[config.mk]
export PLATFORM = sky130hd
export DESIGN_NAME = pager_pkt_fmt
export DESIGN_NICKNAME = d
export VERILOG_FILES = /design/src/pager_pkt_pkg.sv /design/src/bit_sync.sv /design/src/pager_pkt_fmt.sv /design/src/spi_shift_tx.sv
export SDC_FILE = /design/constraint.sdc
export NUM_CORES = 1
export LEC_CHECK = 0
export ABC_AREA = 1
export BUFFER_PORTS_ARGS = -buffer_cell sky130_fd_sc_hd__buf_4
export CAP_MARGIN = 25
export CORE_UTILIZATION = 60
export CTS_CLUSTER_SIZE = 28
export DETAILED_ROUTE_END_ITERATION = 7
export PLACE_DENSITY = 0.87
export SLEW_MARGIN = 5
export SYNTH_ARGS = -nofsm -noshare
export SYNTH_HDL_FRONTEND = slang
export SYNTH_SLANG_ARGS = --single-unit
[constraint.sdc]
create_clock -name i_clk -period 5.2 [get_ports i_clk]
set_clock_uncertainty 0.2 [all_clocks]
set_input_delay 0.52 -clock i_clk [delete_from_list [all_inputs] [get_ports i_clk]]
set_output_delay 0.52 -clock i_clk [all_outputs]
set_load 0.05 [all_outputs]
[src/pager_pkt_pkg.sv]
// Purpose: constants for the paging host packet formatter
// Assumes: packets are 32 bits, byte 3 sent first
package pager_pkt_pkg;
  localparam logic [7:0]  STATUS_ID      = 8'h7f;
  localparam logic [7:0]  PART_ID        = 8'hff;
  localparam logic [2:0]  VT_SHORT_INSTR = 3'h1;
  localparam logic [2:0]  VT_SECURE      = 3'h0;
  localparam logic [2:0]  VT_ALPHA       = 3'h5;
  localparam logic [2:0]  VT_HEX         = 3'h6;
  localparam logic [2:0]  INSTR_TEMP     = 3'h0;
  localparam logic [6:0]  VEC_POS_MIN    = 7'h02;
  localparam logic [6:0]  MSG_POS_MIN    = 7'h03;
  localparam logic [6:0]  POS_MAX        = 7'h57;
  localparam logic [6:0]  CNT_MIN        = 7'h01;
  localparam logic [6:0]  CNT_MAX        = 7'h55;
  // part id fields, values arbitrary
  localparam logic [1:0]  MODEL_CODE     = 2'h0;
  localparam logic [13:0] COMPAT_CODE    = 14'h0001;
  localparam logic [7:0]  REVISION_CODE  = 8'h00;
  // apb map
  localparam logic [7:0]  ADDR_CTRL      = 8'h00;
  localparam logic [7:0]  ADDR_STATUS    = 8'h04;
  localparam logic [7:0]  ADDR_PARTID    = 8'h08;
  localparam int          CTRL_ON        = 0;
  localparam int          CTRL_SYNC_EN   = 1;
  localparam int          CTRL_MIN_EN    = 2;
  localparam int          CTRL_FORCE_AF  = 3;
  localparam int          CTRL_BAT_POL   = 4;
  localparam logic [4:0]  CTRL_RESET     = 5'h00;
  localparam int          QDEPTH         = 4;
  localparam int          QAW            = 2;
endpackage : pager_pkt_pkg

[src/bit_sync.sv]
// Purpose: two flip-flop synchroniser for pin inputs
// Assumes: input asynchronous to i_clk
// Notes: first stage read only by second stage
`timescale 1ns/1ps
module bit_sync (
  input  wire logic i_clk,
  input  wire logic i_rst,
  input  wire logic i_d,
  output logic      o_q
);
  logic meta_q;
  always_ff @(posedge i_clk or posedge i_rst) begin
    if (i_rst) begin
      meta_q <= 1'b0;
      o_q    <= 1'b0;
    end else begin
      meta_q <= i_d;
      o_q    <= meta_q;
    end
  end
endmodule : bit_sync

[src/pager_pkt_fmt.sv]
// Purpose: builds vector, message, status and part id packets for the host
// Assumes: decoder events are one-cycle pulses on i_clk; apb zero wait
// Notes: status flags clear when a status packet is loaded for the host
`timescale 1ns/1ps
module pager_pkt_fmt (
  input  wire logic        i_clk,
  input  wire logic        i_rst,
  // apb
  input  wire logic        i_psel,
  input  wire logic        i_penable,
  input  wire logic        i_pwrite,
  input  wire logic [7:0]  i_paddr,
  input  wire logic [31:0] i_pwdata,
  output logic [31:0]      o_prdata,
  output logic             o_pready,
  output logic             o_pslverr,
  // host link
  input  wire logic        i_spi_sck,
  input  wire logic        i_spi_cs_n,
  output logic             o_spi_miso,
  output logic             o_spi_miso_oe,
  output logic             o_host_prompt,
  // vector from decoder
  input  wire logic        i_vec_valid,
  input  wire logic [6:0]  i_vec_word_position,
  input  wire logic [1:0]  i_vec_phase,
  input  wire logic [2:0]  i_vec_type,
  input  wire logic        i_vec_long_addr,
  input  wire logic        i_vec_multi_err,
  input  wire logic        i_vec_check_fail,
  input  wire logic        i_vec_invalid,
  input  wire logic [2:0]  i_vec_instr,
  input  wire logic [3:0]  i_vec_temp_addr,
  input  wire logic [6:0]  i_vec_assigned_frame,
  input  wire logic [10:0] i_vec_instr_data,
  input  wire logic [6:0]  i_vec_msg_count,
  input  wire logic [6:0]  i_vec_msg_start,
  // message word from decoder
  input  wire logic        i_msg_valid,
  input  wire logic [6:0]  i_msg_word_position,
  input  wire logic [1:0]  i_msg_phase,
  input  wire logic        i_msg_multi_err,
  input  wire logic [20:0] i_msg_info,
  // frame and sync state
  input  wire logic        i_block0_end,
  input  wire logic        i_frame_info_seen,
  input  wire logic [6:0]  i_frame_num,
  input  wire logic [3:0]  i_cycle_num,
  input  wire logic        i_frame_end,
  input  wire logic        i_all_frames_nz,
  input  wire logic        i_temp_addr_nz,
  input  wire logic        i_sync_found,
  input  wire logic        i_sync_lost,
  input  wire logic        i_search_expired,
  input  wire logic        i_minute,
  input  wire logic        i_battery_poll,
  input  wire logic        i_battery_detect_input,
  input  wire logic        i_checksum_disabled,
  output logic             o_decode_on
);
  localparam int QDEPTH = pager_pkt_pkg::QDEPTH;
  localparam int QAW    = pager_pkt_pkg::QAW;
  logic [4:0]  ctrl_q;
  logic        frame_info_ok_q, sync_locked_q, battery_level_q, first_upd_q;
  logic        sync_change_flag_q, battery_change_flag_q, minute_tick_flag_q;
  logic        eof_flag_q, tx_overflow_flag_q, last_sample_q, sample_ok_q;
  logic [6:0]  frame_q;
  logic [3:0]  cycle_q;
  logic        part_pend_q, chk_d_q, msg_allow_q, on_d_q, bat_s;
  logic [31:0] q_mem [QDEPTH];
  logic [QAW:0] wr_q, rd_q;
  logic        q_empty, q_full, push, ovf, load, pop, sel_status, stat_clr;
  logic [31:0] push_word, vec_word, msg_word, status_word, part_word, load_word;
  logic        vec_err, msg_vec, on_rise, on_fall, apb_wr;

  bit_sync u_bat (.i_clk(i_clk), .i_rst(i_rst), .i_d(i_battery_detect_input), .o_q(bat_s));

  spi_shift_tx u_tx (
    .i_clk     (i_clk),
    .i_rst     (i_rst),
    .i_sck     (i_spi_sck),
    .i_cs_n    (i_spi_cs_n),
    .i_word    (load_word),
    .o_load    (load),
    .o_miso    (o_spi_miso),
    .o_miso_oe (o_spi_miso_oe)
  );

  // apb slave, zero wait states
  assign o_pready  = 1'b1;
  assign apb_wr    = i_psel & i_penable & i_pwrite & (i_paddr == pager_pkt_pkg::ADDR_CTRL);
  assign o_pslverr = i_psel & i_penable & ~(i_paddr == pager_pkt_pkg::ADDR_CTRL
                     | (~i_pwrite & (i_paddr == pager_pkt_pkg::ADDR_STATUS
                     | i_paddr == pager_pkt_pkg::ADDR_PARTID)));
  always_comb begin
    o_prdata = 32'h0000_0000;
    if (i_psel && !i_pwrite) begin
      unique case (i_paddr)
        pager_pkt_pkg::ADDR_CTRL:   o_prdata = {27'h0, ctrl_q};
        pager_pkt_pkg::ADDR_STATUS: o_prdata = status_word;
        pager_pkt_pkg::ADDR_PARTID: o_prdata = part_word;
        default:                    o_prdata = 32'h0000_0000;
      endcase
    end
  end

  assign ovf         = push & q_full;
  assign o_decode_on = ctrl_q[pager_pkt_pkg::CTRL_ON];
  always_ff @(posedge i_clk or posedge i_rst) begin
    if (i_rst) begin
      ctrl_q <= pager_pkt_pkg::CTRL_RESET;
    end else begin
      if (apb_wr) begin
        ctrl_q <= i_pwdata[4:0];
      end
      if (ovf) begin
        ctrl_q[pager_pkt_pkg::CTRL_ON] <= 1'b0;
      end
    end
  end

  always_ff @(posedge i_clk or posedge i_rst) begin
    if (i_rst) begin
      on_d_q <= 1'b0;
    end else begin
      on_d_q <= o_decode_on;
    end
  end
  assign on_rise = o_decode_on & ~on_d_q;
  assign on_fall = ~o_decode_on & on_d_q;

  // vector packet
  assign msg_vec = (i_vec_type == pager_pkt_pkg::VT_SECURE) | (i_vec_type == pager_pkt_pkg::VT_ALPHA)
                   | (i_vec_type == pager_pkt_pkg::VT_HEX);
  assign vec_err = i_vec_multi_err | i_vec_check_fail | i_vec_invalid
                   | (msg_vec & (i_vec_msg_count < pager_pkt_pkg::CNT_MIN
                   | i_vec_msg_count > pager_pkt_pkg::CNT_MAX
                   | i_vec_msg_start < pager_pkt_pkg::MSG_POS_MIN
                   | i_vec_msg_start > pager_pkt_pkg::POS_MAX));
  always_comb begin
    logic [10:0] d;
    d = i_vec_instr_data;
    if (i_vec_instr == pager_pkt_pkg::INSTR_TEMP) begin
      d = {i_vec_temp_addr, i_vec_assigned_frame};
    end
    vec_word = {1'b0, i_vec_word_position, vec_err, i_vec_phase, 2'b00, i_vec_type,
                2'b00, i_vec_msg_count, i_vec_msg_start};
    if (i_vec_type == pager_pkt_pkg::VT_SHORT_INSTR) begin
      vec_word[13:0] = {d, i_vec_instr};
    end
  end

  assign msg_word = {1'b0, i_msg_word_position, i_msg_multi_err, i_msg_phase, i_msg_info};

  // message words allowed only after an error free vector that owns them
  always_ff @(posedge i_clk or posedge i_rst) begin
    if (i_rst) begin
      msg_allow_q <= 1'b0;
    end else if (i_vec_valid) begin
      msg_allow_q <= ~vec_err & (msg_vec
                     | (i_vec_type == pager_pkt_pkg::VT_SHORT_INSTR & i_vec_long_addr));
    end else if (i_frame_end) begin
      msg_allow_q <= 1'b0;
    end
  end

  assign push      = o_decode_on & (i_vec_valid | (i_msg_valid & msg_allow_q));
  assign push_word = i_vec_valid ? vec_word : msg_word;

  // transmit queue
  assign q_empty = (wr_q == rd_q);
  assign q_full  = (wr_q[QAW] != rd_q[QAW]) && (wr_q[QAW-1:0] == rd_q[QAW-1:0]);
  assign pop     = load & ~part_pend_q & ~q_empty;
  always_ff @(posedge i_clk or posedge i_rst) begin
    if (i_rst) begin
      wr_q <= '0;
      rd_q <= '0;
    end else if (ovf) begin
      wr_q <= '0;
      rd_q <= '0;
    end else begin
      if (push) begin
        wr_q <= wr_q + 1'b1;
      end
      if (pop) begin
        rd_q <= rd_q + 1'b1;
      end
    end
  end
  always_ff @(posedge i_clk) begin
    if (push && !q_full) begin
      q_mem[wr_q[QAW-1:0]] <= push_word;
    end
  end

  // part id pending after reset and on each checksum disable
  always_ff @(posedge i_clk or posedge i_rst) begin
    if (i_rst) begin
      part_pend_q <= 1'b1;
      chk_d_q     <= 1'b1;
    end else begin
      chk_d_q <= i_checksum_disabled;
      if (i_checksum_disabled && !chk_d_q) begin
        part_pend_q <= 1'b1;
      end else if (load) begin
        part_pend_q <= 1'b0;
      end
    end
  end

  assign part_word  = {pager_pkt_pkg::PART_ID, pager_pkt_pkg::MODEL_CODE, pager_pkt_pkg::COMPAT_CODE,
                       pager_pkt_pkg::REVISION_CODE};
  assign status_word = {pager_pkt_pkg::STATUS_ID, frame_info_ok_q, frame_q,
                        sync_locked_q, battery_level_q, 2'b00, cycle_q,
                        sync_change_flag_q, battery_change_flag_q, 1'b0, minute_tick_flag_q,
                        1'b0, eof_flag_q, 1'b0, tx_overflow_flag_q};
  assign sel_status = ~part_pend_q & q_empty;
  assign stat_clr   = load & sel_status;
  assign load_word  = part_pend_q ? part_word : (q_empty ? status_word : q_mem[rd_q[QAW-1:0]]);

  // sync, frame info, frame and cycle numbers
  always_ff @(posedge i_clk or posedge i_rst) begin
    if (i_rst) begin
      sync_locked_q   <= 1'b0;
      frame_info_ok_q <= 1'b0;
      frame_q         <= 7'h00;
      cycle_q         <= 4'h0;
    end else begin
      if (i_block0_end) begin
        frame_q <= i_frame_num;
        cycle_q <= i_cycle_num;
      end
      if (on_fall) begin
        sync_locked_q   <= 1'b0;
        frame_info_ok_q <= 1'b0;
      end else if (o_decode_on) begin
        if (i_sync_lost) begin
          sync_locked_q   <= 1'b0;
          frame_info_ok_q <= 1'b0;
        end else begin
          if (i_sync_found) begin
            sync_locked_q <= 1'b1;
          end
          if (i_block0_end && i_frame_info_seen && (sync_locked_q || i_sync_found)) begin
            frame_info_ok_q <= 1'b1;
          end
        end
      end
    end
  end

  // sync change flag; turn-off never sets it
  always_ff @(posedge i_clk or posedge i_rst) begin
    if (i_rst) begin
      first_upd_q        <= 1'b0;
      sync_change_flag_q <= 1'b0;
    end else begin
      if (on_rise) begin
        first_upd_q <= 1'b1;
      end else if (o_decode_on && (i_sync_found || i_search_expired)) begin
        first_upd_q <= 1'b0;
      end
      if (o_decode_on && ((i_sync_found && !sync_locked_q) || (i_sync_lost && sync_locked_q)
          || (i_search_expired && first_upd_q))) begin
        sync_change_flag_q <= 1'b1;
      end else if (stat_clr) begin
        sync_change_flag_q <= 1'b0;
      end
    end
  end

  // battery level and change flag
  always_ff @(posedge i_clk or posedge i_rst) begin
    if (i_rst) begin
      battery_level_q       <= 1'b0;
      last_sample_q         <= 1'b0;
      sample_ok_q           <= 1'b0;
      battery_change_flag_q <= 1'b0;
    end else begin
      if (i_battery_poll) begin
        battery_level_q <= bat_s;
        last_sample_q   <= bat_s;
        sample_ok_q     <= 1'b1;
      end else if (on_rise) begin
        battery_level_q <= ~ctrl_q[pager_pkt_pkg::CTRL_BAT_POL];
      end
      if (i_battery_poll && sample_ok_q && (bat_s != last_sample_q)) begin
        battery_change_flag_q <= 1'b1;
      end else if (stat_clr) begin
        battery_change_flag_q <= 1'b0;
      end
    end
  end

  // minute, end of frame and overflow flags; set wins over clear
  always_ff @(posedge i_clk or posedge i_rst) begin
    if (i_rst) begin
      minute_tick_flag_q <= 1'b0;
      eof_flag_q         <= 1'b0;
      tx_overflow_flag_q <= 1'b0;
    end else begin
      minute_tick_flag_q <= i_minute | (minute_tick_flag_q & ~stat_clr);
      eof_flag_q <= (i_frame_end & (i_all_frames_nz | i_temp_addr_nz
                    | ctrl_q[pager_pkt_pkg::CTRL_FORCE_AF]))
                    | (eof_flag_q & ~stat_clr);
      tx_overflow_flag_q <= ovf | (tx_overflow_flag_q & ~stat_clr);
    end
  end

  assign o_host_prompt = ~q_empty | part_pend_q
                         | (sync_change_flag_q & ctrl_q[pager_pkt_pkg::CTRL_SYNC_EN])
                         | (minute_tick_flag_q & ctrl_q[pager_pkt_pkg::CTRL_MIN_EN])
                         | eof_flag_q | battery_change_flag_q | tx_overflow_flag_q;
endmodule : pager_pkt_fmt

[src/spi_shift_tx.sv]
// Purpose: slave serial shifter, mode 0, msb first
// Assumes: sck and cs_n come from pins, period well above 4 i_clk cycles
// Notes: asks for a word when select falls
`timescale 1ns/1ps
module spi_shift_tx (
  input  wire logic        i_clk,
  input  wire logic        i_rst,
  input  wire logic        i_sck,
  input  wire logic        i_cs_n,
  input  wire logic [31:0] i_word,
  output logic             o_load,
  output logic             o_miso,
  output logic             o_miso_oe
);
  logic        sck_s, cs_s, cs_n_s, sck_d_q, cs_d_q;
  logic [31:0] sh_q;
  bit_sync u_sck (.i_clk(i_clk), .i_rst(i_rst), .i_d(i_sck),  .o_q(sck_s));
  // select synchronised active high so reset reads as idle, no false load
  bit_sync u_cs  (.i_clk(i_clk), .i_rst(i_rst), .i_d(~i_cs_n), .o_q(cs_s));
  assign cs_n_s = ~cs_s;
  assign o_load = cs_d_q & ~cs_n_s;
  always_ff @(posedge i_clk or posedge i_rst) begin
    if (i_rst) begin
      sck_d_q <= 1'b0;
      cs_d_q  <= 1'b1;
    end else begin
      sck_d_q <= sck_s;
      cs_d_q  <= cs_n_s;
    end
  end
  // shift on falling sck so host samples on rising
  always_ff @(posedge i_clk or posedge i_rst) begin
    if (i_rst) begin
      sh_q      <= 32'h0000_0000;
      o_miso    <= 1'b0;
      o_miso_oe <= 1'b0;
    end else begin
      o_miso_oe <= ~cs_n_s;
      if (o_load) begin
        sh_q   <= {i_word[30:0], 1'b0};
        o_miso <= i_word[31];
      end else if (!cs_n_s && sck_d_q && !sck_s) begin
        sh_q   <= {sh_q[30:0], 1'b0};
        o_miso <= sh_q[31];
      end
    end
  end
endmodule : spi_shift_tx

[Word level (Yosys, flattened, before mapping)]
Memories as Yosys holds them, arrays and structs flattened.
Index checks and enable logic that the tools add are counted.
Cells by class
  bitwise operators: 58
  equal/unequal tests: 9
  add/subtract/negate cells: 2
  mux-type cells: 38
  order comparisons: 4
  reduce and logical (&&, ||, !) cells: 42
Operators with widths (number)
  32-bit two-way mux: 5
  32-bit case mux with 3 select lines: 1
  31-bit two-way mux: 1
  1-bit two-way mux: 25
  1-bit AND: 24
  1-bit bitwise OR: 23
  2-bit nonzero test: 11
  1-bit logical AND: 15
  7-bit > comparator, second input constant: 2
  14-bit two-way mux: 1
  3-bit two-way mux: 4
  11-bit two-way mux: 1
  1-bit inverter: 11
  8-bit by 3-bit equality test with 1-bit output, second input constant: 1
  8-bit by 4-bit equality test with 1-bit output, second input constant: 1
  8-bit zero test: 1
  7-bit by 1-bit < comparator with 1-bit output, second input constant: 1
  7-bit by 2-bit < comparator with 1-bit output, second input constant: 1
  3-bit by 1-bit adder with 3-bit output, second input constant: 2
  3-bit equality test, second input constant: 2
  3-bit zero test: 2
  3-bit nonzero test: 2
  1-bit zero test: 5
  1-bit logical OR: 4
  5 further kinds: 7
Storage, ports and cells
  word-level logic and storage cells: 186
  input port bits: 158
  RAM bits: 124
  register bits after elaboration: 79
  memories: 1
Memories
  q_mem: words 4, bits a word 31, rd ports 1, clocked after memory_dff 0, write ports 1, line pager_pkt_fmt.sv:70  | logic [31:0] q_mem [QDEPTH];

[Depth between registers and ports, before layout]
  depth after elaboration: 9
  gate-level depth with buffers: 11

[Cells and area by module]
From an unflattened synthesis, not the netlist that was laid out.
Unflattened totals
  cells, all modules: 1067
  area total of the unflattened synthesis: 9718.1 um2
By module, submodules not included
  pager_pkt_fmt: area each 7741.2 um2, instances 1, cells an instance 806
  spi_shift_tx: area each 1815.5 um2, instances 1, cells an instance 252
  bit_sync: area each 53.8 um2, instances 3, cells an instance 3

[Worst setup path after synthesis]
Ideal clock, no wire load.
  path type: register to register
  start: reg ctrl_q[0]
  end: mem q_mem[0][0] in the netlist's numbering (enable)
  data arrival time: 2610 ps
  buffers on the path: 0
  clock period less this slack: 3230 ps
  setup slack: 1970 ps
  cell stages (with the launch flop): 5
  data required time: 4581 ps
  cells stage by stage: dfrtp_1 inv_1 a21oi_1 nand2_1 nor2_1
Between the ends
  word-level cells in the longest chain between the ends: 4
RTL lines
  start: declaration: line pager_pkt_fmt.sv:63  | logic [4:0] ctrl_q;
  start signal: assignment: line pager_pkt_fmt.sv:111  | ctrl_q <= pager_pkt_pkg::CTRL_RESET;
  start signal: assignment: line pager_pkt_fmt.sv:114  | ctrl_q <= i_pwdata[4:0];
  1-bit AND: line pager_pkt_fmt.sv:167  | assign push = o_decode_on & (i_vec_valid | (i_msg_valid & msg_allow_q));
  1-bit logical AND: line pager_pkt_fmt.sv:191  | if (push && !q_full) begin
  1-bit two-way mux: line pager_pkt_fmt.sv:191
  1-bit two-way mux (implied by the code): line pager_pkt_fmt.sv:192  | q_mem[wr_q[QAW-1:0]] <= push_word;
  end: declaration: line pager_pkt_fmt.sv:70
Every way passes these cells.

[Final worst setup path]
  start: reg rd_q[1]
  end: out o_host_prompt
Between the ends
  word-level cells in the longest chain between the ends: 8
RTL lines
  start: declaration: line pager_pkt_fmt.sv:71  | logic [QAW:0] wr_q, rd_q;
  start signal: assignment: line pager_pkt_fmt.sv:186  | rd_q <= rd_q + 1'b1;
  3-bit equality test: line pager_pkt_fmt.sv:171  | assign q_empty = (wr_q == rd_q);
  1-bit inverter: line pager_pkt_fmt.sv:310  | assign o_host_prompt = ~q_empty | part_pend_q
  1-bit bitwise OR: line pager_pkt_fmt.sv:310
  1-bit bitwise OR: line pager_pkt_fmt.sv:311  | | (sync_change_flag_q & ctrl_q[pager_pkt_pkg::CTRL_SYNC_EN])
  1-bit bitwise OR: line pager_pkt_fmt.sv:312  | | (minute_tick_flag_q & ctrl_q[pager_pkt_pkg::CTRL_MIN_EN])
  1-bit bitwise OR (3 in series): line pager_pkt_fmt.sv:313  | | eof_flag_q | battery_change_flag_q | tx_overflow_flag_q;
  end: declaration: line pager_pkt_fmt.sv:22  | output logic o_host_prompt,
Every way passes these cells.

==> impl_results.html <==
<table>
<tr><th>Metric</th><th>Value</th></tr>
<tr><th colspan="2">STA</th></tr>
<tr><td>Slew margin rel.</td><td>between 40% and 50%</td></tr>
<tr><td>Maximum operating frequency</td><td>roughly 320 MHz</td></tr>
<tr><td>Total of endpoints with negative setup slack in the final report</td><td>0</td></tr>
<tr><td>Final Hold Vio Count</td><td>0</td></tr>
<tr><td>Share of the cycle needed by the critical path after routing</td><td>roughly three fifths</td></tr>
<tr><td>Final-report max-slew violation count</td><td>0</td></tr>
<tr><td>Final Worst Setup Slack</td><td>2.11 ns</td></tr>
<tr><td>Unrepaired setup endpoints after global routing</td><td>false</td></tr>
<tr><td>Worst Max-Slew Pin Slew</td><td>between 0.8 and 0.9 ns</td></tr>
<tr><td>Shortest clock period the worst path allows after layout</td><td>3.09 ns</td></tr>
<tr><td>Setup total negative slack</td><td>0 ns</td></tr>
<tr><th colspan="2">Place</th></tr>
<tr><td>Pre-CTS worst setup slack</td><td>2.27 ns</td></tr>
<tr><td>Number of port buffers</td><td>164</td></tr>
<tr><td>HPWL after detailed placement</td><td>14300 um</td></tr>
<tr><td>Instance area at placement</td><td>11000 um2</td></tr>
<tr><td>Global placement routability congestion</td><td>0.799</td></tr>
<tr><th colspan="2">Power</th></tr>
<tr><td>Switching power</td><td>1.63 mW</td></tr>
<tr><td>Clk pwr share</td><td>29.1%</td></tr>
<tr><td>Cell-internal power</td><td>3.23 mW</td></tr>
<tr><td>Highest ir drop seen on vdd</td><td>274 uV</td></tr>
<tr><td>Sequential share of power</td><td>42.1%</td></tr>
<tr><td>Switching part of the total power</td><td>between 30 and 40%</td></tr>
<tr><td>Combinational fraction of design power</td><td>between 20% and 30%</td></tr>
<tr><td>PwrDens</td><td>414 nW/um2</td></tr>
<tr><td>Leakage power figure</td><td>approximately 5.4 nW</td></tr>
<tr><th colspan="2">Run status</th></tr>
<tr><td>Status</td><td>completed</td></tr>
<tr><th colspan="2">Job</th></tr>
<tr><td>Max-cap violation count</td><td>0</td></tr>
<tr><th colspan="2">Global route</th></tr>
<tr><td>Number of global-route vias before repair</td><td>~7.5k</td></tr>
<tr><td>Initial antenna violation count</td><td>0</td></tr>
<tr><td>Met3 Use GR</td><td>4.87%</td></tr>
<tr><td>Global-route wire length before repair</td><td>between 30000 and 40000 um</td></tr>
<tr><td>Pin count of the biggest net entering global routing</td><td>64</td></tr>
<tr><td>Global Route met1 Usage</td><td>35.5%</td></tr>
<tr><td>GRT Resource Usage Total</td><td>27.8%</td></tr>
<tr><td>Layer with the highest usage</td><td>met2</td></tr>
<tr><td>Met2 Use GR</td><td>47.2%</td></tr>
<tr><td>Grt total ovfl</td><td>0</td></tr>
<tr><th colspan="2">Cells and area</th></tr>
<tr><td>Final nets</td><td>1398</td></tr>
<tr><td>Design area</td><td>11700 um2</td></tr>
<tr><td>Share of final-layout standard cells stronger than drive strength 1</td><td>20.7%</td></tr>
<tr><td>Filler Cell Count</td><td>between 1k and 1.5k</td></tr>
<tr><td>Number of inserted diodes</td><td>0</td></tr>
<tr><td>Area delta synth-&gt;final</td><td>21.2%</td></tr>
<tr><td>Reg area</td><td>5680 um2</td></tr>
<tr><td>Area occupied by multi-input gates</td><td>approximately 3200 um2</td></tr>
<tr><th colspan="2">Logic synthesis</th></tr>
<tr><td>Number of instances in the synthesized netlist</td><td>1087</td></tr>
<tr><td>#FFs+latches synth</td><td>between 200 and 250</td></tr>
<tr><td>FFs w/ async S/R, synth</td><td>38.6%</td></tr>
<tr><td>Number of flops mapped to enable cells by yosys</td><td>124</td></tr>
<tr><td>Fraction of synthesized cell area taken by the top area cell type</td><td>roughly two fifths</td></tr>
<tr><td>Post-synth top area cell</td><td>sky130_fd_sc_hd__edfxtp_1</td></tr>
<tr><td>Seq/Total Area, Yosys</td><td>roughly 59%</td></tr>
<tr><td>Post-synth top flop</td><td>sky130_fd_sc_hd__edfxtp_1</td></tr>
<tr><td>Unique cell type count in the Yosys netlist</td><td>40</td></tr>
<tr><td>Main area contributors after synthesis</td><td>sky130_fd_sc_hd__edfxtp_1, sky130_fd_sc_hd__dfrtp_1, sky130_fd_sc_hd__nand2_1, sky130_fd_sc_hd__o21ai_0, sky130_fd_sc_hd__nor2_1</td></tr>
<tr><td>Average instance area after synthesis</td><td>roughly 9 um2</td></tr>
<tr><td>Number of warning messages in the yosys log</td><td>0</td></tr>
<tr><td>Netlist area before placement</td><td>between 9000 and 10000 um2</td></tr>
<tr><th colspan="2">Detailed routing</th></tr>
<tr><td>Vias post-DR</td><td>7957</td></tr>
<tr><td>Pre-Repair DR Iteration Count</td><td>7</td></tr>
<tr><td>1st-iter DRT viols</td><td>804</td></tr>
<tr><td>Final routed wirelength across all metal layers</td><td>22700 um</td></tr>
<tr><td>Routed length per placed instance</td><td>15.5 um</td></tr>
<tr><td>Residual antenna-violating net count after detailed routing</td><td>0</td></tr>
<tr><td>DRC violation count after routing</td><td>0</td></tr>
<tr><td>Number of vias per cell after detailed routing</td><td>approximately 5.4</td></tr>
<tr><th colspan="2">Worst setup path</th></tr>
<tr><td>Data arrival time at the worst-slack endpoint</td><td>2.37 ns</td></tr>
<tr><td>Kind of start point of the critical path</td><td>register</td></tr>
<tr><td>Category of the worst setup path capture point</td><td>primary output</td></tr>
<tr><td>Largest driver fanout on the critical path</td><td>22</td></tr>
<tr><td>Critical path data required time</td><td>4.48 ns</td></tr>
<tr><td>Worst r2r src</td><td>u_tx.u_cs.o_q</td></tr>
<tr><td>Start point of the critical path</td><td>rd_q[1]</td></tr>
<tr><td>Worst Setup Path Type</td><td>reg2out</td></tr>
<tr><th colspan="2">Clock tree</th></tr>
<tr><td>Number of sinks handled by clock tree synthesis</td><td>202</td></tr>
<tr><td>Clk slew on worst S/H paths</td><td>0.06 ns</td></tr>
<tr><td>Clock buffers created by TritonCTS</td><td>21</td></tr>
<tr><td>Insertion delay of the later-clocked pin in the worst-skew pair</td><td>0.49 ns</td></tr>
<tr><td>Setup bufs post-CTS</td><td>0</td></tr>
<tr><td>Clock root buffer</td><td>sky130_fd_sc_hd__clkbuf_16</td></tr>
<tr><td>Buffer levels on the longest clock path</td><td>3</td></tr>
<tr><td># hold bufs at CTS</td><td>5</td></tr>
<tr><td>Post-CTS resize count</td><td>0</td></tr>
<tr><td># H-tree levels</td><td>1</td></tr>
<tr><td>TritonCTS clock tree</td><td>built</td></tr>
<tr><th colspan="2">Hold path</th></tr>
<tr><td>Beginning of the worst hold path</td><td>i_minute</td></tr>
<tr><td>Worst Hold Class</td><td>in2reg</td></tr>
<tr><th colspan="2">Floorplan</th></tr>
<tr><td>Ports placed on the boundary</td><td>196</td></tr>
<tr><td>DIE WIDTH</td><td>129 um</td></tr>
<tr><td>Die span in y</td><td>129 um</td></tr>
<tr><td>Core ar.</td><td>15800 um2</td></tr>
<tr><td>Number of cell rows</td><td>46</td></tr>
<tr><td>Total Die Area</td><td>16700 um2</td></tr>
<tr><td>Initial core utilization</td><td>61.2%</td></tr>
</table>
==> placed cells by master, fill, tap and decap left out, types with 5 or more instances in the layout <==
master                          instances
sky130_fd_sc_hd__nand2_1              237
sky130_fd_sc_hd__buf_4                176
sky130_fd_sc_hd__nor2_1               131
sky130_fd_sc_hd__inv_1                125
sky130_fd_sc_hd__edfxtp_1             124
sky130_fd_sc_hd__o21ai_0              108
sky130_fd_sc_hd__dfrtp_1               74
sky130_fd_sc_hd__nand3_1               66
sky130_fd_sc_hd__a21oi_1               50
sky130_fd_sc_hd__or2_2                 22
sky130_fd_sc_hd__clkbuf_16             21
sky130_fd_sc_hd__nor3_1                16
sky130_fd_sc_hd__o21ai_1               10
sky130_fd_sc_hd__o22ai_1                9
sky130_fd_sc_hd__nand4_1                7
sky130_fd_sc_hd__clkbuf_1               6
sky130_fd_sc_hd__nand2_2                5
sky130_fd_sc_hd__nor2_2                 5
sky130_fd_sc_hd__ha_1                   5
sky130_fd_sc_hd__dlygate4sd3_1          5
==> routing by layer <==
| layer | part of all wire, % | up-vias |
|---|---|---|
| met5 | 0 | - |
| met4 | 2.7 | 0 |
| met3 | 8.9 | 63 |
| met2 | 49 | 412 |
| met1 | 39 | 3657 |
| li1 | - | 3825 |
==> cells by family (layout without fill, tap and decap cells) <==
logic type                 after synthesis  in the layout  synth area share [%]
AOI/OAI and AO/OA                      181            181                  9.59
muxes                                    4              4                 0.465
other                                    2              4                0.0776
DFF                                    202            202                  58.7
and+or+nand+nor                        500            500                  22.1
adders and majority gates                5              5                 0.646
buffers and inverters                  191            350                  8.26
xor gates and xnor gates                 2              2                 0.181
==> through the flow <==
stage	hold WS [ns]	total power, mW	instances	util (%)
6_report	0.0393	4.86	1464	74.1
5_1_grt	0.0324	5.09	1464	74.1
4_1_cts	0.0281	4.83	1463	74.0
3_5_place_dp	0.136	3.38	1422	69.5
3_3_place_gp	0.132	3.31	1421	69.4
2_1_floorplan	0.131	2.97	1089	-
==> sequential cells by signal (all words and copies together), names as in the netlist, 3 cells and up <==
register   count
frame_q        7
q_mem        124
cycle_q        4
wr_q           3
u_tx.sh_q     31
ctrl_q         5
rd_q           3
==> power groups by stage <==
stage               combinational [mW]  clock (mW)  sequential (mW)
floorplan                        0.938           0             2.03
global placement                  1.18           0             2.13
detailed placement                1.29           0             2.09
CTS                               1.34        1.43             2.06
global route                      1.54        1.49             2.06
finish                            1.40        1.41             2.04
==> area by class of cell <==
type	count	area share [%]
clock buffers	32	5.20
repair buffers	183	12.1
multi-input cells	696	27.4
inverters	131	4.20
flip-flops and latches	202	48.4
well taps	216	2.30
clock inverters	4	0.352
==> critical path, stage by stage, from the launching register on <==
cell                      delay (ns)
sky130_fd_sc_hd__dfrtp_1        0.57
sky130_fd_sc_hd__buf_16         0.26
sky130_fd_sc_hd__inv_1          0.09
sky130_fd_sc_hd__nand2_1        0.06
sky130_fd_sc_hd__nand2_1        0.08
sky130_fd_sc_hd__nand3_2        0.07
sky130_fd_sc_hd__buf_4          0.22
sky130_fd_sc_hd__or3_1          0.32
sky130_fd_sc_hd__buf_4          0.20
==> cells in the mapped netlist, drive strengths merged, types with 2 or more instances <==
cell and n:
nand2 243, nor2 138, inv 130, edfxtp 124
o21ai 118, dfrtp 75, nand3 70, a21oi 50
buf 33, clkbuf 27, or2 22, nor3 16
o22ai 9, nand4 8, ha 5, mux2 4
dfstp 3, conb 2, o21bai 2
==> worst paths after layout <==
check                                     end  slack (ns)  cells past startpoint
max                             o_host_prompt        2.11                      8
min                        minute_tick_flag_q        0.04                      2
max reg2reg                      u_tx.sh_q[9]        2.44                      7
min reg2reg                    u_tx.u_sck.o_q        0.15                      0
max in group asynchronous             rd_q[0]        3.41                      4
min in group asynchronous           ctrl_q[4]        0.38                      3
Power figures use the tool's default switching activity.
